**src/inc/cce_pkg.sv**
```systemverilog
// shared constants and carrier types for the counter command executor
package cce_pkg;

  // ****************************************
  // geometry
  // ****************************************
  localparam int CCE_NUM_CTR = 5;
  localparam int CCE_CW      = 16;
  localparam int CCE_CMD_W   = 8;

  // ****************************************
  // command code layout
  // ****************************************
  localparam int CCE_OP_HI  = 7;
  localparam int CCE_OP_LO  = 5;
  localparam int CCE_SUB_HI = 4;
  localparam int CCE_SUB_LO = 3;
  localparam int CCE_NUM_HI = 2;
  localparam int CCE_NUM_LO = 0;
  localparam int CCE_SEL_HI = 4;
  localparam int CCE_SEL_LO = 0;

  // upper three code bits
  localparam logic [2:0] CCE_OP_ARM      = 3'h1;
  localparam logic [2:0] CCE_OP_LOAD     = 3'h2;
  localparam logic [2:0] CCE_OP_LOAD_ARM = 3'h3;
  localparam logic [2:0] CCE_OP_DIS_SAVE = 3'h4;
  localparam logic [2:0] CCE_OP_SAVE     = 3'h5;
  localparam logic [2:0] CCE_OP_DISARM   = 3'h6;
  localparam logic [2:0] CCE_OP_MISC     = 3'h7;

  // two bits below the op field for the single-counter group
  localparam logic [1:0] CCE_SUB_CLR_TOG = 2'h0;
  localparam logic [1:0] CCE_SUB_SET_TOG = 2'h1;
  localparam logic [1:0] CCE_SUB_STEP    = 2'h2;

  // counter numbers 1..5 in the three-bit field
  localparam logic [2:0] CCE_NUM_FIRST = 3'h1;
  localparam logic [2:0] CCE_NUM_LAST  = 3'h5;

  // ****************************************
  // output control field codes
  // ****************************************
  localparam logic [2:0] CCE_OCF_TC_HIGH = 3'h1;
  localparam logic [2:0] CCE_OCF_TOGGLE  = 3'h2;

  // ****************************************
  // count values
  // ****************************************
  localparam logic [CCE_CW-1:0] CCE_ONE      = 16'h0001;
  localparam logic [CCE_CW-1:0] CCE_ALL_ONES = 16'hFFFF;

  // ****************************************
  // carrier types
  // ****************************************
  typedef struct packed {
    logic       alt_reload;      // reload source alternates hold/load
    logic       gate_reload;     // gate level picks the reload source
    logic       disarm_on_tc;    // counter disarms itself at terminal count
    logic       count_direction_bit;
    logic [2:0] output_control_field;
  } cce_cfg_type;

  typedef struct packed {
    logic [CCE_NUM_CTR-1:0] arm;
    logic [CCE_NUM_CTR-1:0] load;
    logic [CCE_NUM_CTR-1:0] load_arm;
    logic [CCE_NUM_CTR-1:0] disarm;
    logic [CCE_NUM_CTR-1:0] save;
    logic [CCE_NUM_CTR-1:0] set_tog;
    logic [CCE_NUM_CTR-1:0] clr_tog;
    logic [CCE_NUM_CTR-1:0] step;
  } cce_cmd_type;

  typedef struct packed {
    logic [CCE_CW-1:0] value;
    logic [CCE_CW-1:0] hold;
    logic              armed;
    logic              terminal_count;
    logic              disarm_pend;
    logic              sel_hold;       // upcoming tc reloads from hold
    logic              toggle;
    logic              out;
  } cce_ctr_type;

  typedef struct packed {
    cce_ctr_type [CCE_NUM_CTR-1:0] ctr;
  } cce_state_type;

endpackage

```
**src/core/cce_cmd_decode.sv**
```systemverilog
// command code decoder: one 8-bit code into per-counter operation masks
`timescale 1ns/10ps
module cce_cmd_decode
  import cce_pkg::*;
(
  input  wire logic                 cmd_valid,
  input  wire logic [CCE_CMD_W-1:0] cmd_code,
  output cce_cmd_type               cmd
);

  // ****************************************
  // counter number to one-hot
  // ****************************************
  // numbers outside 1..5 select nothing, so the master-mode codes sharing this group fall through
  function automatic logic [CCE_NUM_CTR-1:0] num_onehot(input logic [2:0] n);
    logic [CCE_NUM_CTR-1:0] r;
    r = '0;
    if (n >= CCE_NUM_FIRST && n <= CCE_NUM_LAST)
    begin
      r[n - CCE_NUM_FIRST] = 1'b1;
    end
    return r;
  endfunction

  logic [2:0]             op;
  logic [1:0]             sub;
  logic [CCE_NUM_CTR-1:0] sel;
  logic [CCE_NUM_CTR-1:0] one;

  // field split
  assign op  = cmd_code[CCE_OP_HI:CCE_OP_LO];
  assign sub = cmd_code[CCE_SUB_HI:CCE_SUB_LO];
  assign sel = cmd_code[CCE_SEL_HI:CCE_SEL_LO];
  assign one = num_onehot(cmd_code[CCE_NUM_HI:CCE_NUM_LO]);

  // op decode; codes not owned by this block decode to no action
  always_comb
  begin
    cmd = '0;
    if (cmd_valid)
    begin
      unique case (op)
        CCE_OP_ARM:      cmd.arm      = sel;
        CCE_OP_LOAD:     cmd.load     = sel;
        CCE_OP_LOAD_ARM: cmd.load_arm = sel;
        CCE_OP_DIS_SAVE:
        begin
          cmd.disarm = sel;
          cmd.save   = sel;
        end
        CCE_OP_SAVE:     cmd.save     = sel;
        CCE_OP_DISARM:   cmd.disarm   = sel;
        CCE_OP_MISC:
        begin
          if (sub == CCE_SUB_SET_TOG)
          begin
            cmd.set_tog = one;
          end
          else if (sub == CCE_SUB_CLR_TOG)
          begin
            cmd.clr_tog = one;
          end
          else if (sub == CCE_SUB_STEP)
          begin
            cmd.step = one;
          end
        end
        default: cmd = '0;  // data pointer group is handled elsewhere
      endcase
    end
  end

endmodule

```
**src/core/cce_counter_exec.sv**
```systemverilog
// five-counter command executor: arm, load, save, disarm, toggle and step
`timescale 1ns/10ps
// Operation
// - select bit n acts on counter n
// - arm enables counting; unarmed never counts
// - arm never disarms unselected counters
// - gating still suspends an armed counter
// - disarm in terminal count waits for exit
// - arm resets alternating reload selector to hold
// - load copies load or hold, sources kept
// - load before terminal count enters it
// - load during terminal count ends it
// - load source by arm state and mode
// - load-made terminal count toggles selector
// - load in terminal count never toggles selector
// - load-and-arm is load then arm
// - load-and-arm makes next alternating reload from hold
// - disarm stops all counting, except exit
// - save copies count into hold register
// - disarm-and-save equals disarm then save
// - set or clear toggle of counter n
// - toggle reaches pin only in toggle mode
// - step moves count by one per direction
// - step works on disarmed counter
module cce_counter_exec
  import cce_pkg::*;
#(
  parameter int NUM_CTR     = CCE_NUM_CTR,
  parameter int COUNT_WIDTH = CCE_CW
)
(
  input  wire logic                                 mclk,
  input  wire logic                                 rst,
  input  wire logic                                 cmd_valid,
  input  wire logic [CCE_CMD_W-1:0]                 cmd_code,
  input  cce_cfg_type [CCE_NUM_CTR-1:0]             cfg,
  input  wire logic [CCE_NUM_CTR-1:0]               count_edge,
  input  wire logic [CCE_NUM_CTR-1:0]               gate_ok,
  input  wire logic [CCE_NUM_CTR-1:0]               gate_level,
  input  wire logic [CCE_NUM_CTR-1:0][CCE_CW-1:0]   load_data,
  input  wire logic [CCE_NUM_CTR-1:0]               hold_wr,
  input  wire logic [CCE_CW-1:0]                    hold_wr_data,
  output logic      [CCE_NUM_CTR-1:0][CCE_CW-1:0]   counter_value,
  output logic      [CCE_NUM_CTR-1:0][CCE_CW-1:0]   hold_value,
  output logic      [CCE_NUM_CTR-1:0]               armed,
  output logic      [CCE_NUM_CTR-1:0]               terminal_count,
  output logic      [CCE_NUM_CTR-1:0]               disarm_pending,
  output logic      [CCE_NUM_CTR-1:0]               toggle_state,
  output logic      [CCE_NUM_CTR-1:0]               counter_out
);

  // ****************************************
  // elaboration checks
  // ****************************************
  // the select field and state layout are fixed at five counters of sixteen bits
  if (NUM_CTR != CCE_NUM_CTR)
  begin : g_bad_num
    $error("cce_counter_exec: NUM_CTR must equal five");
  end
  if (COUNT_WIDTH != CCE_CW)
  begin : g_bad_width
    $error("cce_counter_exec: COUNT_WIDTH must equal sixteen");
  end

  // ****************************************
  // helpers
  // ****************************************
  // true when the next count lands on terminal count
  function automatic logic at_pre_tc(input logic [CCE_CW-1:0] v, input logic up);
    return up ? (v == CCE_ALL_ONES) : (v == CCE_ONE);
  endfunction

  // one count in the configured direction, wraps by design
  function automatic logic [CCE_CW-1:0] step_val(input logic [CCE_CW-1:0] v, input logic up);
    return up ? CCE_CW'(v + CCE_ONE) : CCE_CW'(v - CCE_ONE);
  endfunction

  // reload source for a terminal count: 1 = hold, 0 = load
  function automatic logic tc_src(input cce_ctr_type c, input cce_cfg_type f, input logic g);
    if (f.gate_reload)
    begin
      return g;
    end
    return f.alt_reload & c.sel_hold;
  endfunction

  // one count pulse, from a source edge, a step or a load before terminal count
  function automatic cce_ctr_type advance(input cce_ctr_type c, input cce_cfg_type f,
                                          input logic [CCE_CW-1:0] ld, input logic g);
    cce_ctr_type r;
    r = c;
    if (at_pre_tc(c.value, f.count_direction_bit))
    begin
      r.value          = tc_src(c, f, g) ? c.hold : ld;
      r.terminal_count = 1'b1;
      r.toggle         = ~c.toggle;
      if (f.alt_reload)
      begin
        r.sel_hold = ~c.sel_hold;
      end
      if (f.disarm_on_tc)
      begin
        r.armed = 1'b0;
      end
    end
    else
    begin
      r.value          = step_val(c.value, f.count_direction_bit);
      r.terminal_count = 1'b0;
      if (c.terminal_count && c.disarm_pend)
      begin
        r.armed       = 1'b0;
        r.disarm_pend = 1'b0;
      end
    end
    return r;
  endfunction

  // ****************************************
  // command decode
  // ****************************************
  cce_cmd_type cmd;

  cce_cmd_decode u_decode
  (
    .cmd_valid (cmd_valid),
    .cmd_code  (cmd_code),
    .cmd       (cmd)
  );

  // ****************************************
  // state
  // ****************************************
  cce_state_type          s_reg;
  cce_state_type          s_next;
  logic [CCE_NUM_CTR-1:0] count_evt;

  always_comb
  begin
    for (int i = 0; i < CCE_NUM_CTR; i++)
    begin
      count_evt[i] = s_reg.ctr[i].armed & gate_ok[i] & count_edge[i];
    end
  end

  // next state: count pulse first, then command; all counters in the same pass
  // same-cycle multi-counter update
  always_comb
  begin
    cce_ctr_type c;
    cce_ctr_type r;
    cce_cfg_type f;
    logic        ld_src;
    c      = '0;
    r      = '0;
    f      = '0;
    ld_src = 1'b0;
    s_next = s_reg;
    for (int i = 0; i < CCE_NUM_CTR; i++)
    begin
      c = s_reg.ctr[i];
      f = cfg[i];
      r = c;

      // only armed counters count; step ignores arm
      if (count_evt[i] || cmd.step[i])
      begin
        r = advance(r, f, load_data[i], gate_level[i]);
      end

      if (cmd.load[i] || cmd.load_arm[i])
      begin
        if (f.gate_reload)
        begin
          ld_src = gate_level[i];
        end
        else
        begin
          ld_src = r.armed & f.alt_reload & r.sel_hold;
        end
        if (r.terminal_count)
        begin
          r.value          = ld_src ? r.hold : load_data[i];
          r.terminal_count = 1'b0;
          if (r.disarm_pend)
          begin
            r.armed       = 1'b0;
            r.disarm_pend = 1'b0;
          end
        end
        else if (at_pre_tc(r.value, f.count_direction_bit))
        begin
          r = advance(r, f, load_data[i], gate_level[i]);
        end
        else
        begin
          r.value = ld_src ? r.hold : load_data[i];
        end
      end

      // arm only sets; arm part of load-and-arm
      if (cmd.arm[i] || cmd.load_arm[i])
      begin
        r.armed       = 1'b1;
        r.disarm_pend = 1'b0;
        if (f.alt_reload)
        begin
          r.sel_hold = 1'b1;
        end
      end

      if (cmd.disarm[i])
      begin
        if (r.terminal_count)
        begin
          r.disarm_pend = 1'b1;
        end
        else
        begin
          r.armed = 1'b0;
        end
      end

      // host write to hold; a save in the same cycle wins
      if (hold_wr[i])
      begin
        r.hold = hold_wr_data;
      end
      if (cmd.save[i])
      begin
        r.hold = c.value;
      end

      if (cmd.set_tog[i])
      begin
        r.toggle = 1'b1;
      end
      else if (cmd.clr_tog[i])
      begin
        r.toggle = 1'b0;
      end

      // pin sees toggle only in toggle mode
      if (f.output_control_field == CCE_OCF_TOGGLE)
      begin
        r.out = r.toggle;
      end
      else if (f.output_control_field == CCE_OCF_TC_HIGH)
      begin
        r.out = r.terminal_count;
      end
      else
      begin
        r.out = 1'b0;
      end

      s_next.ctr[i] = r;
    end
  end

  // state register
  always_ff @(posedge mclk)
  begin
    if (rst)
    begin
      s_reg <= '0;
    end
    else
    begin
      s_reg <= s_next;
    end
  end

  // ****************************************
  // outputs
  // ****************************************
  // all outputs come straight from the state flops
  always_comb
  begin
    for (int i = 0; i < CCE_NUM_CTR; i++)
    begin
      counter_value[i]  = s_reg.ctr[i].value;
      hold_value[i]     = s_reg.ctr[i].hold;
      armed[i]          = s_reg.ctr[i].armed;
      terminal_count[i] = s_reg.ctr[i].terminal_count;
      disarm_pending[i] = s_reg.ctr[i].disarm_pend;
      toggle_state[i]   = s_reg.ctr[i].toggle;
      counter_out[i]    = s_reg.ctr[i].out;
    end
  end

  for (genvar g = 0; g < CCE_NUM_CTR; g++)
  begin : g_chk

  end
endmodule

```
**config.mk**
```make
export PLATFORM = sky130hd
export DESIGN_NAME = cce_counter_exec
export DESIGN_NICKNAME = d
export VERILOG_FILES = /design/src/inc/cce_pkg.sv /design/src/core/cce_cmd_decode.sv /design/src/core/cce_counter_exec.sv
export SDC_FILE = /design/constraint.sdc
export NUM_CORES = 1
export LEC_CHECK = 0
export BUFFER_PORTS_ARGS = -buffer_cell sky130_fd_sc_hd__buf_2
export CORE_MARGIN = 2
export CORE_UTILIZATION = 30
export DETAILED_ROUTE_END_ITERATION = 12
export PLACE_DENSITY = 0.5
export SETUP_SLACK_MARGIN = 0.15
export SLEW_MARGIN = 0
export SYNTH_ARGS = -nofsm -noshare
export SYNTH_HDL_FRONTEND = slang
export SYNTH_SLANG_ARGS = --single-unit
```
**constraint.sdc**
```tcl
create_clock -name mclk -period 17.1 [get_ports mclk]
set_input_delay 5.13 -clock mclk [delete_from_list [all_inputs] [get_ports mclk]]
set_output_delay 5.13 -clock mclk [all_outputs]
set_load 0.05 [all_outputs]
```
==> flow_metrics.tcl, run 1 <==
set metrics [dict create \
    cp_slowest_cell "sky130_fd_sc_hd__mux2_1" \
    start_kind "input pin" \
    hold_path_depth 2 \
    syn-num-nets 2427 \
    final_cells 3042 \
    drt_wl_total_um 74820 \
    synth_top_family_by_area "compound AO/OA/AOI/OAI gates" \
    whs_endpoint "counter_value[41]$_SDFF_PP0_" \
    leakage_power_figure_nw 8.043 \
    core.rowCount 87 \
    grt_pass1_vias 16770 \
    cts.clk_slew.worst_paths_ns 0.07 \
    grtUsageTotal_pct 24.47 \
    final_nets 2456 \
    outcome "complete, no violations" \
    multi_input_comb_area_um2 11120 \
    maximum_number_of_pins_on_one_net_before_global_route_repair 53 \
    clk_latency_ns 0.50 \
    hold_class "reg -> reg" \
    power.ir.vdd_worst_mv 0.08154 \
    utilization_pct 32.85 \
    numPlacedInstances 3004 \
    unrepaired_setup_endpoints_after_global_routing "false" \
    critical_path_arrival_ns 9.82 \
    post_synth_xor_area_fraction_pct 0.6611 \
    slew_headroom_pct 18.18 \
    syn_area_um2 17220 \
    cell_family_contributing_the_most_delay_on_the_critical_path "multiplexers" \
    die_height_um 243.6 \
    grt_pass1_wl_um 110600 \
    dieArea_um2 59340 \
    hold-worst-slack_ns 0.5412 \
    drive_above_1_share_pct 21.71 \
    chipWidth_um 243.6 \
    power_switching_mw 0.4931 \
    power.clock.fraction_pct 32.5 \
    register_area_um2 3804 \
    synthMuxAreaShare_pct 16.56 \
    postSynth.topFlopCell "sky130_fd_sc_hd__dfxtp_1" \
    placeable_core_region_um2 56600 \
    first_iter_violations 1734 \
    post-route-period-util_pct 55.35 \
    critical_path.reg2reg.endpoint "counter_value[16]$_SDFF_PP0_" \
    hp_start "hold_value[41]$_SDFFE_PP0P_" \
    cts_root_buf "sky130_fd_sc_hd__clkbuf_16" \
    async_set_reset_flop_share_out_of_synthesis_pct 0 \
    share_seq_of_total_power_pct 39.5 \
    post_synth_and_or_nand_nor_area_fraction_pct 22.27 \
    worst_clock_skew_ns 0.01477 \
    postCtsSetupBuffers 0 \
    clock_tree_from_tritoncts "done" \
    share_of_the_synthesized_area_in_compound_gates_ao_oa_aoi_oai_pct 22.95 \
    crit-reg2reg-launch "counter_value[16]$_SDFF_PP0_" \
    synth.lib_cells_used.distinct 94 \
    globalplace.congestion 0.9549 \
    period_needed_ns 9.464 \
    max_freq_mhz 105.7 \
    worst_pin_slew_ns 1.224 \
    timing.critical_path.slowest_cell_delay_ns 0.89 \
    final_max_slew_viol_count 0 \
    cp.buffers_inverters 1 \
    final_design_area_no_fill_um2 18590 \
    cap_violations 0 \
    max-clock-path-buffers 2 \
    placed_area_um2 18000 \
    overflow 0 \
    route.antenna.remaining_nets 0 \
    synthToLayoutAreaGrowth_pct 7.955 \
    setup_viol 0 \
    intPower_mw 0.7877 \
    synth_area_per_cell_um2 7.696 \
    crit_type "in -> reg" \
    drt-wirelength-per-cell_um 24.60 \
    hold_viol_final 0 \
    synthesis.yosys.warnings 0 \
    post_cts_resized 0 \
    route.detailed.drc 0 \
    routed_via_density 5.869 \
    top_level_ports 347 \
    filler_cells_inserted 6112 \
    io_buffers 346 \
    layout_commonest_cell "sky130_fd_sc_hd__buf_2" \
    seq_area_frac_synth_pct 22.08 \
    critical_path.endpoint_type "flop" \
    post_route_setup_tns_ns 0 \
    cts_made_buffers 17 \
    pwr-share-comb_pct 28.0 \
    synth_enable_flop_cells 0 \
    router_iterations_before_antenna_repair 6 \
    synth_fa_ha_area_share_pct 1.961 \
    post-dp-hpwl_um 54850 \
    r2r_cells 12 \
    worst-path-max-fanout 22 \
    ys_ff_latch 190 \
    worst_ep_required_time_ns 17.46 \
    swShare_pct 38.50 \
    cts-htree-levels 4 \
    vias 17850 \
    postSynthCellCount 2238 \
    cp_cell_sequence "buf_2, or3_1, nor3b_1, a21o_1, mux2_2, a221oi_1, nand4_1, or4_1, a22o_1, mux2_1, mux2i_1, a211oi_1" \
    reg2reg_slack_ns 11.78 \
    most-common-layout-cells "sky130_fd_sc_hd__buf_2, sky130_fd_sc_hd__mux2i_1, sky130_fd_sc_hd__dfxtp_1" \
    cts.sink_count 190 \
    postCtsHoldBufs 0 \
    antenna_violations_before_repair 9 \
    floorplan.initialDensity_pct 30.43 \
    p_per_area_nw_per_um2 68.89 \
]
-- stage by stage --
step / total power [mW] / worst slack [ns]
finish: 1.281 / 7.636
global route: 1.337 / 7.298
CTS: 1.290 / 7.627
detailed placement: 0.8705 / 7.093
global placement: 0.8681 / 7.121
floorplan: 0.7765 / 7.861
-- logic make-up after synthesis --
group / after synthesis
adders and majority gates: 27
xor gates and xnor gates: 13
and+or+nand+nor: 725
muxes: 279
AOI/OAI and AO/OA: 592
buffers and inverters: 412
DFF: 190
-- worst max path at each step --
stage / start / endpoint / slack, ns / cells after the start
3_3_place_gp: cmd_code[0] / counter_value[76]$_SDFF_PP0_ / 7.12 / 17
2_1_floorplan: cmd_code[0] / counter_value[68]$_SDFF_PP0_ / 7.86 / 17
4_1_cts: cmd_code[0] / counter_value[69]$_SDFF_PP0_ / 7.63 / 17
6_report: cfg[10] / counter_value[16]$_SDFF_PP0_ / 7.64 / 12
5_1_grt: cmd_code[0] / counter_value[16]$_SDFF_PP0_ / 7.30 / 13
3_5_place_dp: cmd_code[0] / counter_value[69]$_SDFF_PP0_ / 7.09 / 17
-- final cells by class --
type / count / share of cell area, %
clock buffer: 21 / 2.584
clock inverter: 11 / 0.5114
timing repair buffer: 376 / 10.54
multi-input combinational: 1636 / 59.80
sequential: 190 / 20.46
antenna: 6 / 0.08075
tap: 756 / 5.087
inverter: 46 / 0.9354
-- worst min-delay path, cell delays in order, from the launching register on --
cell	delay (ns)
sky130_fd_sc_hd__dfxtp_1	0.35
sky130_fd_sc_hd__o21ai_0	0.09
sky130_fd_sc_hd__a21oi_1	0.06
-- power groups by stage --
stage | combinational [mW] | sequential, mW | clock [mW]
6_report | 0.359 | 0.506 | 0.416
5_1_grt | 0.384 | 0.509 | 0.444
4_1_cts | 0.357 | 0.505 | 0.428
3_5_place_dp | 0.356 | 0.515 | 0
3_3_place_gp | 0.354 | 0.514 | 0
2_1_floorplan | 0.286 | 0.491 | 0
-- routing by layer --
layer | track usage [%] | vias up | part of all wire, %
met5 | 0 | - | 0.064
met4 | 9.738 | 8 | 3.1
met3 | 5.541 | 97 | 7.0
met2 | 37.85 | 718 | 45
met1 | 32.82 | 8735 | 45
li1 | - | 8295 | -
-- cells in the mapped netlist, drive strengths merged, types with 30 or more instances --
| cell | n | area share (%) |
|---|---|---|
| mux2 | 38 | 2.5 |
| inv | 46 | 1.0 |
| dfxtp | 190 | 22 |
| nor2 | 175 | 3.8 |
| nand3 | 50 | 1.5 |
| mux2i | 241 | 14 |
| o22ai | 30 | 1.2 |
| o21ai | 128 | 3.7 |
| buf | 235 | 9.7 |
| nand4 | 57 | 2.1 |
| a21oi | 134 | 3.9 |
| a211oi | 107 | 4.7 |
| nor4 | 52 | 2.1 |
| nor3 | 59 | 1.7 |
| clkbuf | 131 | 2.9 |
| nand2 | 141 | 3.1 |
(Power assumes the default switching activity.)
==> run 2: changes to the inputs <==
==> constraint.sdc (replaced) <==
create_clock -name mclk -period 9.21 [get_ports mclk]
set_input_delay 2.763 -clock mclk [delete_from_list [all_inputs] [get_ports mclk]]
set_output_delay 2.763 -clock mclk [all_outputs]
set_load 0.05 [all_outputs]
==> flow_metrics.tcl, run 2 (synthesized netlist as in run 1, its figures left out) <==
set metrics [dict create \
    worst-path-max-fanout 17 \
    max_freq_mhz 138.6 \
    grtUsageTotal_pct 24.16 \
    start_kind "input pin" \
    p_per_area_nw_per_um2 129.0 \
    route.detailed.drc 0 \
    drt_wl_total_um 73820 \
    final_max_slew_viol_count 0 \
    dieArea_um2 59340 \
    clk_latency_ns 0.51 \
    floorplan.initialDensity_pct 30.43 \
    drive_above_1_share_pct 21.78 \
    cts-htree-levels 4 \
    post-dp-hpwl_um 54310 \
    hold_class "reg -> reg" \
    cap_violations 0 \
    power.ir.vdd_worst_mv 0.1465 \
    grt_pass1_vias 16910 \
    r2r_cells 13 \
    post_route_setup_tns_ns 0 \
    die_height_um 243.6 \
    whs_endpoint "counter_value[47]$_SDFF_PP0_" \
    post_cts_resized 0 \
    overflow 0 \
    routed_via_density 5.835 \
    grt_pass1_wl_um 109900 \
    leakage_power_figure_nw 8.064 \
    period_needed_ns 7.212 \
    worst_pin_slew_ns 1.178 \
    cts_root_buf "sky130_fd_sc_hd__clkbuf_16" \
    final_nets 2458 \
    unrepaired_setup_endpoints_after_global_routing "false" \
    crit-reg2reg-launch "counter_value[16]$_SDFF_PP0_" \
    router_iterations_before_antenna_repair 5 \
    critical_path.endpoint_type "flop" \
    post-route-period-util_pct 78.31 \
    first_iter_violations 1507 \
    hp_start "hold_value[47]$_SDFFE_PP0P_" \
    top_level_ports 347 \
    vias 17780 \
    slew_headroom_pct 21.25 \
    hold_viol_final 0 \
    worst_ep_required_time_ns 9.62 \
    cts.clk_slew.worst_paths_ns 0.08 \
    critical_path.reg2reg.endpoint "counter_value[16]$_SDFF_PP0_" \
    core.rowCount 87 \
    chipWidth_um 243.6 \
    critical_path_arrival_ns 7.63 \
    postCtsHoldBufs 0 \
    reg2reg_slack_ns 3.99 \
    drt-wirelength-per-cell_um 24.23 \
    hold_path_depth 2 \
    setup_viol 0 \
    worst_clock_skew_ns 0.01891 \
    most-common-layout-cells "sky130_fd_sc_hd__buf_2, sky130_fd_sc_hd__mux2i_1, sky130_fd_sc_hd__dfxtp_1" \
    route.antenna.remaining_nets 0 \
    placeable_core_region_um2 56600 \
    outcome "complete, no violations" \
    io_buffers 346 \
    synthToLayoutAreaGrowth_pct 8.180 \
    clock_tree_from_tritoncts "done" \
    cts_made_buffers 17 \
    hold-worst-slack_ns 0.5372 \
    layout_commonest_cell "sky130_fd_sc_hd__buf_2" \
    filler_cells_inserted 6145 \
    globalplace.congestion 0.9627 \
    maximum_number_of_pins_on_one_net_before_global_route_repair 55 \
    cts.sink_count 190 \
    antenna_violations_before_repair 10 \
    crit_type "in -> reg" \
    postCtsSetupBuffers 0 \
    max-clock-path-buffers 2 \
]
[run 2: through the flow]
stage / std cells / instance area [um^2] / worst slack (ns) / power, mW / utilization [%]
floorplan: 2238 / 17220 / 2.338 / 1.442 / -
global placement: 3006 / 18020 / 1.514 / 1.608 / 31.83
detailed placement: 3006 / 18020 / 1.524 / 1.613 / 31.83
CTS: 3038 / 18610 / 2.061 / 2.421 / 32.88
global route: 3043 / 18620 / 1.531 / 2.508 / 32.90
finish: 3047 / 18630 / 1.998 / 2.403 / 32.92
[run 2: how the worst max path moves through the flow]
stage,end,start
2_1_floorplan,counter_value[68]$_SDFF_PP0_,cmd_code[0]
3_3_place_gp,counter_value[3]$_SDFF_PP0_,cmd_code[0]
3_5_place_dp,counter_value[36]$_SDFF_PP0_,cmd_code[0]
4_1_cts,counter_value[3]$_SDFF_PP0_,cmd_code[0]
5_1_grt,counter_value[16]$_SDFF_PP0_,cmd_code[0]
6_report,counter_value[37]$_SDFF_PP0_,cmd_code[0]
[run 2: area by class of cell]
class                      instances  area, um^2  area share [%]
multi-input combinational       1636       11120           59.68
sequential                       190        3804           20.42
timing repair buffer             378        1974           10.60
tap                              756       945.9           5.077
clock buffer                      17       425.4           2.283
inverter                          46       172.7          0.9267
clock inverter                    15       167.7          0.8999
antenna                            9       22.52          0.1209
[run 2: power by group]
group,switching [mW],internal [mW],leakage (nW)
Clock,0.414,0.387,0.293
Combinational,0.444,0.219,6.22
Sequential,0.0767,0.862,1.55
[run 2: metal layers]
metal	vias to the layer above	routed length [um]	track usage, %
met3	111	5487	5.464
met1	8592	32600	32.29
met2	757	33260	37.54
li1	8308	-	-
met5	-	62	0
met4	10	2407	9.595
[run 2: worst max-delay path, stage by stage]
cell	delay [ns]
sky130_fd_sc_hd__buf_2	0.22
sky130_fd_sc_hd__inv_1	0.14
sky130_fd_sc_hd__ha_1	0.28
sky130_fd_sc_hd__or2_1	0.27
sky130_fd_sc_hd__a2111oi_2	0.92
sky130_fd_sc_hd__or2_2	0.47
sky130_fd_sc_hd__o32ai_1	0.17
sky130_fd_sc_hd__a211oi_1	0.46
sky130_fd_sc_hd__or4_1	0.19
sky130_fd_sc_hd__nor4_1	0.04
sky130_fd_sc_hd__o22ai_1	0.50
sky130_fd_sc_hd__o41a_1	0.71
sky130_fd_sc_hd__nand3_1	0.18
sky130_fd_sc_hd__a311oi_1	0.31
==> run 3: changes to the inputs <==
==> constraint.sdc (replaced) <==
create_clock -name mclk -period 6.65 [get_ports mclk]
set_input_delay 1.995 -clock mclk [delete_from_list [all_inputs] [get_ports mclk]]
set_output_delay 1.995 -clock mclk [all_outputs]
set_load 0.05 [all_outputs]
==> flow_metrics.tcl, run 3 (synthesized netlist as in run 1, its figures left out) <==
set metrics [dict create \
    place_ws_ns 0.2022 \
    maximum_number_of_pins_on_one_net_before_global_route_repair 116 \
    cp_cell_sequence "buf_2, inv_1, ha_1, xnor2_1, o2111ai_1, o21ai_1, buf_4, nand4_1, nand4_1, nand4_1, or4_1, a22o_1, mux2_1, buf_4, mux2i_1, a21oi_1" \
    hold_class "reg -> reg" \
    cell_family_contributing_the_most_delay_on_the_critical_path "compound AO/OA/AOI/OAI gates" \
    post_route_setup_tns_ns 0 \
    whs_endpoint "counter_value[46]$_SDFF_PP0_" \
    clk_latency_ns 0.51 \
    post-route-worst-setup-slack_ns 0.7328 \
    worst-path-max-fanout 10 \
    hold_path_depth 2 \
    post-dp-hpwl_um 55060 \
    grt_pass1_vias 16910 \
    final_cells 3074 \
    filler_cells_inserted 6085 \
    antenna_violations_before_repair 11 \
    drt-wirelength-per-cell_um 24.12 \
    cts_root_buf "sky130_fd_sc_hd__clkbuf_16" \
    chipWidth_um 243.6 \
    vias 17840 \
    slew_headroom_pct 17.56 \
    cts_made_buffers 17 \
    max-clock-path-buffers 2 \
    cp.buffers_inverters 4 \
    globalplace.congestion 0.9321 \
    unrepaired_setup_endpoints_after_global_routing "false" \
    start_kind "input pin" \
    routed_via_density 5.804 \
    route.antenna.remaining_nets 0 \
    post_cts_resized 0 \
    worst_pin_slew_ns 1.234 \
    reg2reg_slack_ns 1.80 \
    io_buffers 346 \
    synthToLayoutAreaGrowth_pct 10.05 \
    crit_type "in -> reg" \
    dieArea_um2 59340 \
    clock_tree_from_tritoncts "done" \
    critical_path.reg2reg.endpoint "counter_value[51]$_SDFF_PP0_" \
    period_needed_ns 5.917 \
    critical_path_arrival_ns 6.30 \
    timing.critical_path.slowest_cell_delay_ns 0.59 \
    cts.sink_count 190 \
    router_iterations_before_antenna_repair 5 \
    worst_clock_skew_ns 0.01235 \
    hold_viol_final 0 \
    cp_slowest_cell "sky130_fd_sc_hd__mux2_1" \
    placed_area_um2 18280 \
    hold-worst-slack_ns 0.5445 \
    drive_above_1_share_pct 22.75 \
    critical_path.endpoint_type "flop" \
    r2r_cells 13 \
    cap_violations 0 \
    cts-htree-levels 4 \
    worst_ep_required_time_ns 7.03 \
    floorplan.initialDensity_pct 30.43 \
    route.detailed.drc 0 \
    final_design_area_no_fill_um2 18950 \
    final_nets 2488 \
    overflow 0 \
    layout_commonest_cell "sky130_fd_sc_hd__buf_2" \
    grt_pass1_wl_um 110000 \
    first_iter_violations 1471 \
    numPlacedInstances 3036 \
    core.rowCount 87 \
    setup_viol 0 \
    hp_start "hold_value[46]$_SDFFE_PP0P_" \
    post-route-period-util_pct 88.98 \
    max_freq_mhz 169.0 \
    outcome "complete, no violations" \
    grtUsageTotal_pct 24.27 \
    placeable_core_region_um2 56600 \
    p_per_area_nw_per_um2 182.1 \
    crit-reg2reg-launch "counter_value[48]$_SDFF_PP0_" \
    postCtsHoldBufs 0 \
    die_height_um 243.6 \
    final_max_slew_viol_count 0 \
    cts.clk_slew.worst_paths_ns 0.08 \
    path_common_cell "sky130_fd_sc_hd__nand4_1" \
    leakage_power_figure_nw 8.250 \
    total_power_draw_mw 3.451 \
    most-common-layout-cells "sky130_fd_sc_hd__buf_2, sky130_fd_sc_hd__mux2i_1, sky130_fd_sc_hd__dfxtp_1" \
    postCtsSetupBuffers 0 \
    drt_wl_total_um 74150 \
    top_level_ports 347 \
    power.ir.vdd_worst_mv 0.1999 \
    utilization_pct 33.49 \
]
-- run 3: cell count changes in the layout (fill, tap and decap cells not counted), moves of 3 or more --
cell,before,now
sky130_fd_sc_hd__buf_4,33,60
sky130_fd_sc_hd__bufinv_16,1,5
sky130_fd_sc_hd__buf_12,0,3
sky130_fd_sc_hd__diode_2,9,6
sky130_fd_sc_hd__inv_6,7,4
sky130_fd_sc_hd__inv_8,3,0
-- run 3: metal layers --
layer | routed length, um | track usage, % | vias to the layer above
met3 | 4868 | 4.472 | 122
li1 | - | - | 8348
met5 | 42 | 0 | -
met4 | 2646 | 10.15 | 8
met2 | 32860 | 37.34 | 773
met1 | 33730 | 33.15 | 8592
-- run 3: how the worst max path moves through the flow --
| stage | start | end | slack, ns | depth (start not counted) |
|---|---|---|---|---|
| 5_1_grt | cmd_code[1] | counter_value[26]$_SDFF_PP0_ | 0.39 | 16 |
| 4_1_cts | cmd_code[1] | counter_value[26]$_SDFF_PP0_ | 0.75 | 16 |
| 6_report | cmd_code[1] | counter_value[26]$_SDFF_PP0_ | 0.73 | 16 |
| 3_3_place_gp | cmd_code[1] | counter_value[27]$_SDFF_PP0_ | 0.32 | 16 |
| 2_1_floorplan | cmd_code[0] | counter_value[68]$_SDFF_PP0_ | 0.55 | 17 |
| 3_5_place_dp | cmd_code[1] | counter_value[31]$_SDFF_PP0_ | 0.20 | 16 |
-- run 3: cell type report --
cell class / count / area (um^2) / share of cell area, %
timing repair buffer: 408 / 2237 / 11.80
tap: 756 / 945.9 / 4.990
sequential: 190 / 3804 / 20.07
antenna: 6 / 15.01 / 0.07921
multi-input combinational: 1636 / 11120 / 58.66
clock buffer: 18 / 429.2 / 2.264
inverter: 46 / 172.7 / 0.9110
clock inverter: 14 / 231.5 / 1.221
-- run 3: report_power, final --
group / internal, mW / switching, mW / total, mW
Sequential: 1.19 / 0.106 / 1.30
Combinational: 0.310 / 0.619 / 0.930
Clock: 0.675 / 0.547 / 1.22
-- run 3: worst reg2reg max path, cell delays in order (launching register included) --
cell	delay, ns
sky130_fd_sc_hd__dfxtp_1	0.71
sky130_fd_sc_hd__ha_1	0.38
sky130_fd_sc_hd__nand2_1	0.09
sky130_fd_sc_hd__or3_1	0.46
sky130_fd_sc_hd__o32a_1	0.65
sky130_fd_sc_hd__mux2i_1	0.23
sky130_fd_sc_hd__o22ai_1	0.22
sky130_fd_sc_hd__o2111ai_1	0.14
sky130_fd_sc_hd__or4_1	0.57
sky130_fd_sc_hd__a22oi_2	0.41
sky130_fd_sc_hd__mux2i_2	0.33
sky130_fd_sc_hd__buf_12	0.23
sky130_fd_sc_hd__mux2i_1	0.22
sky130_fd_sc_hd__a21oi_1	0.09
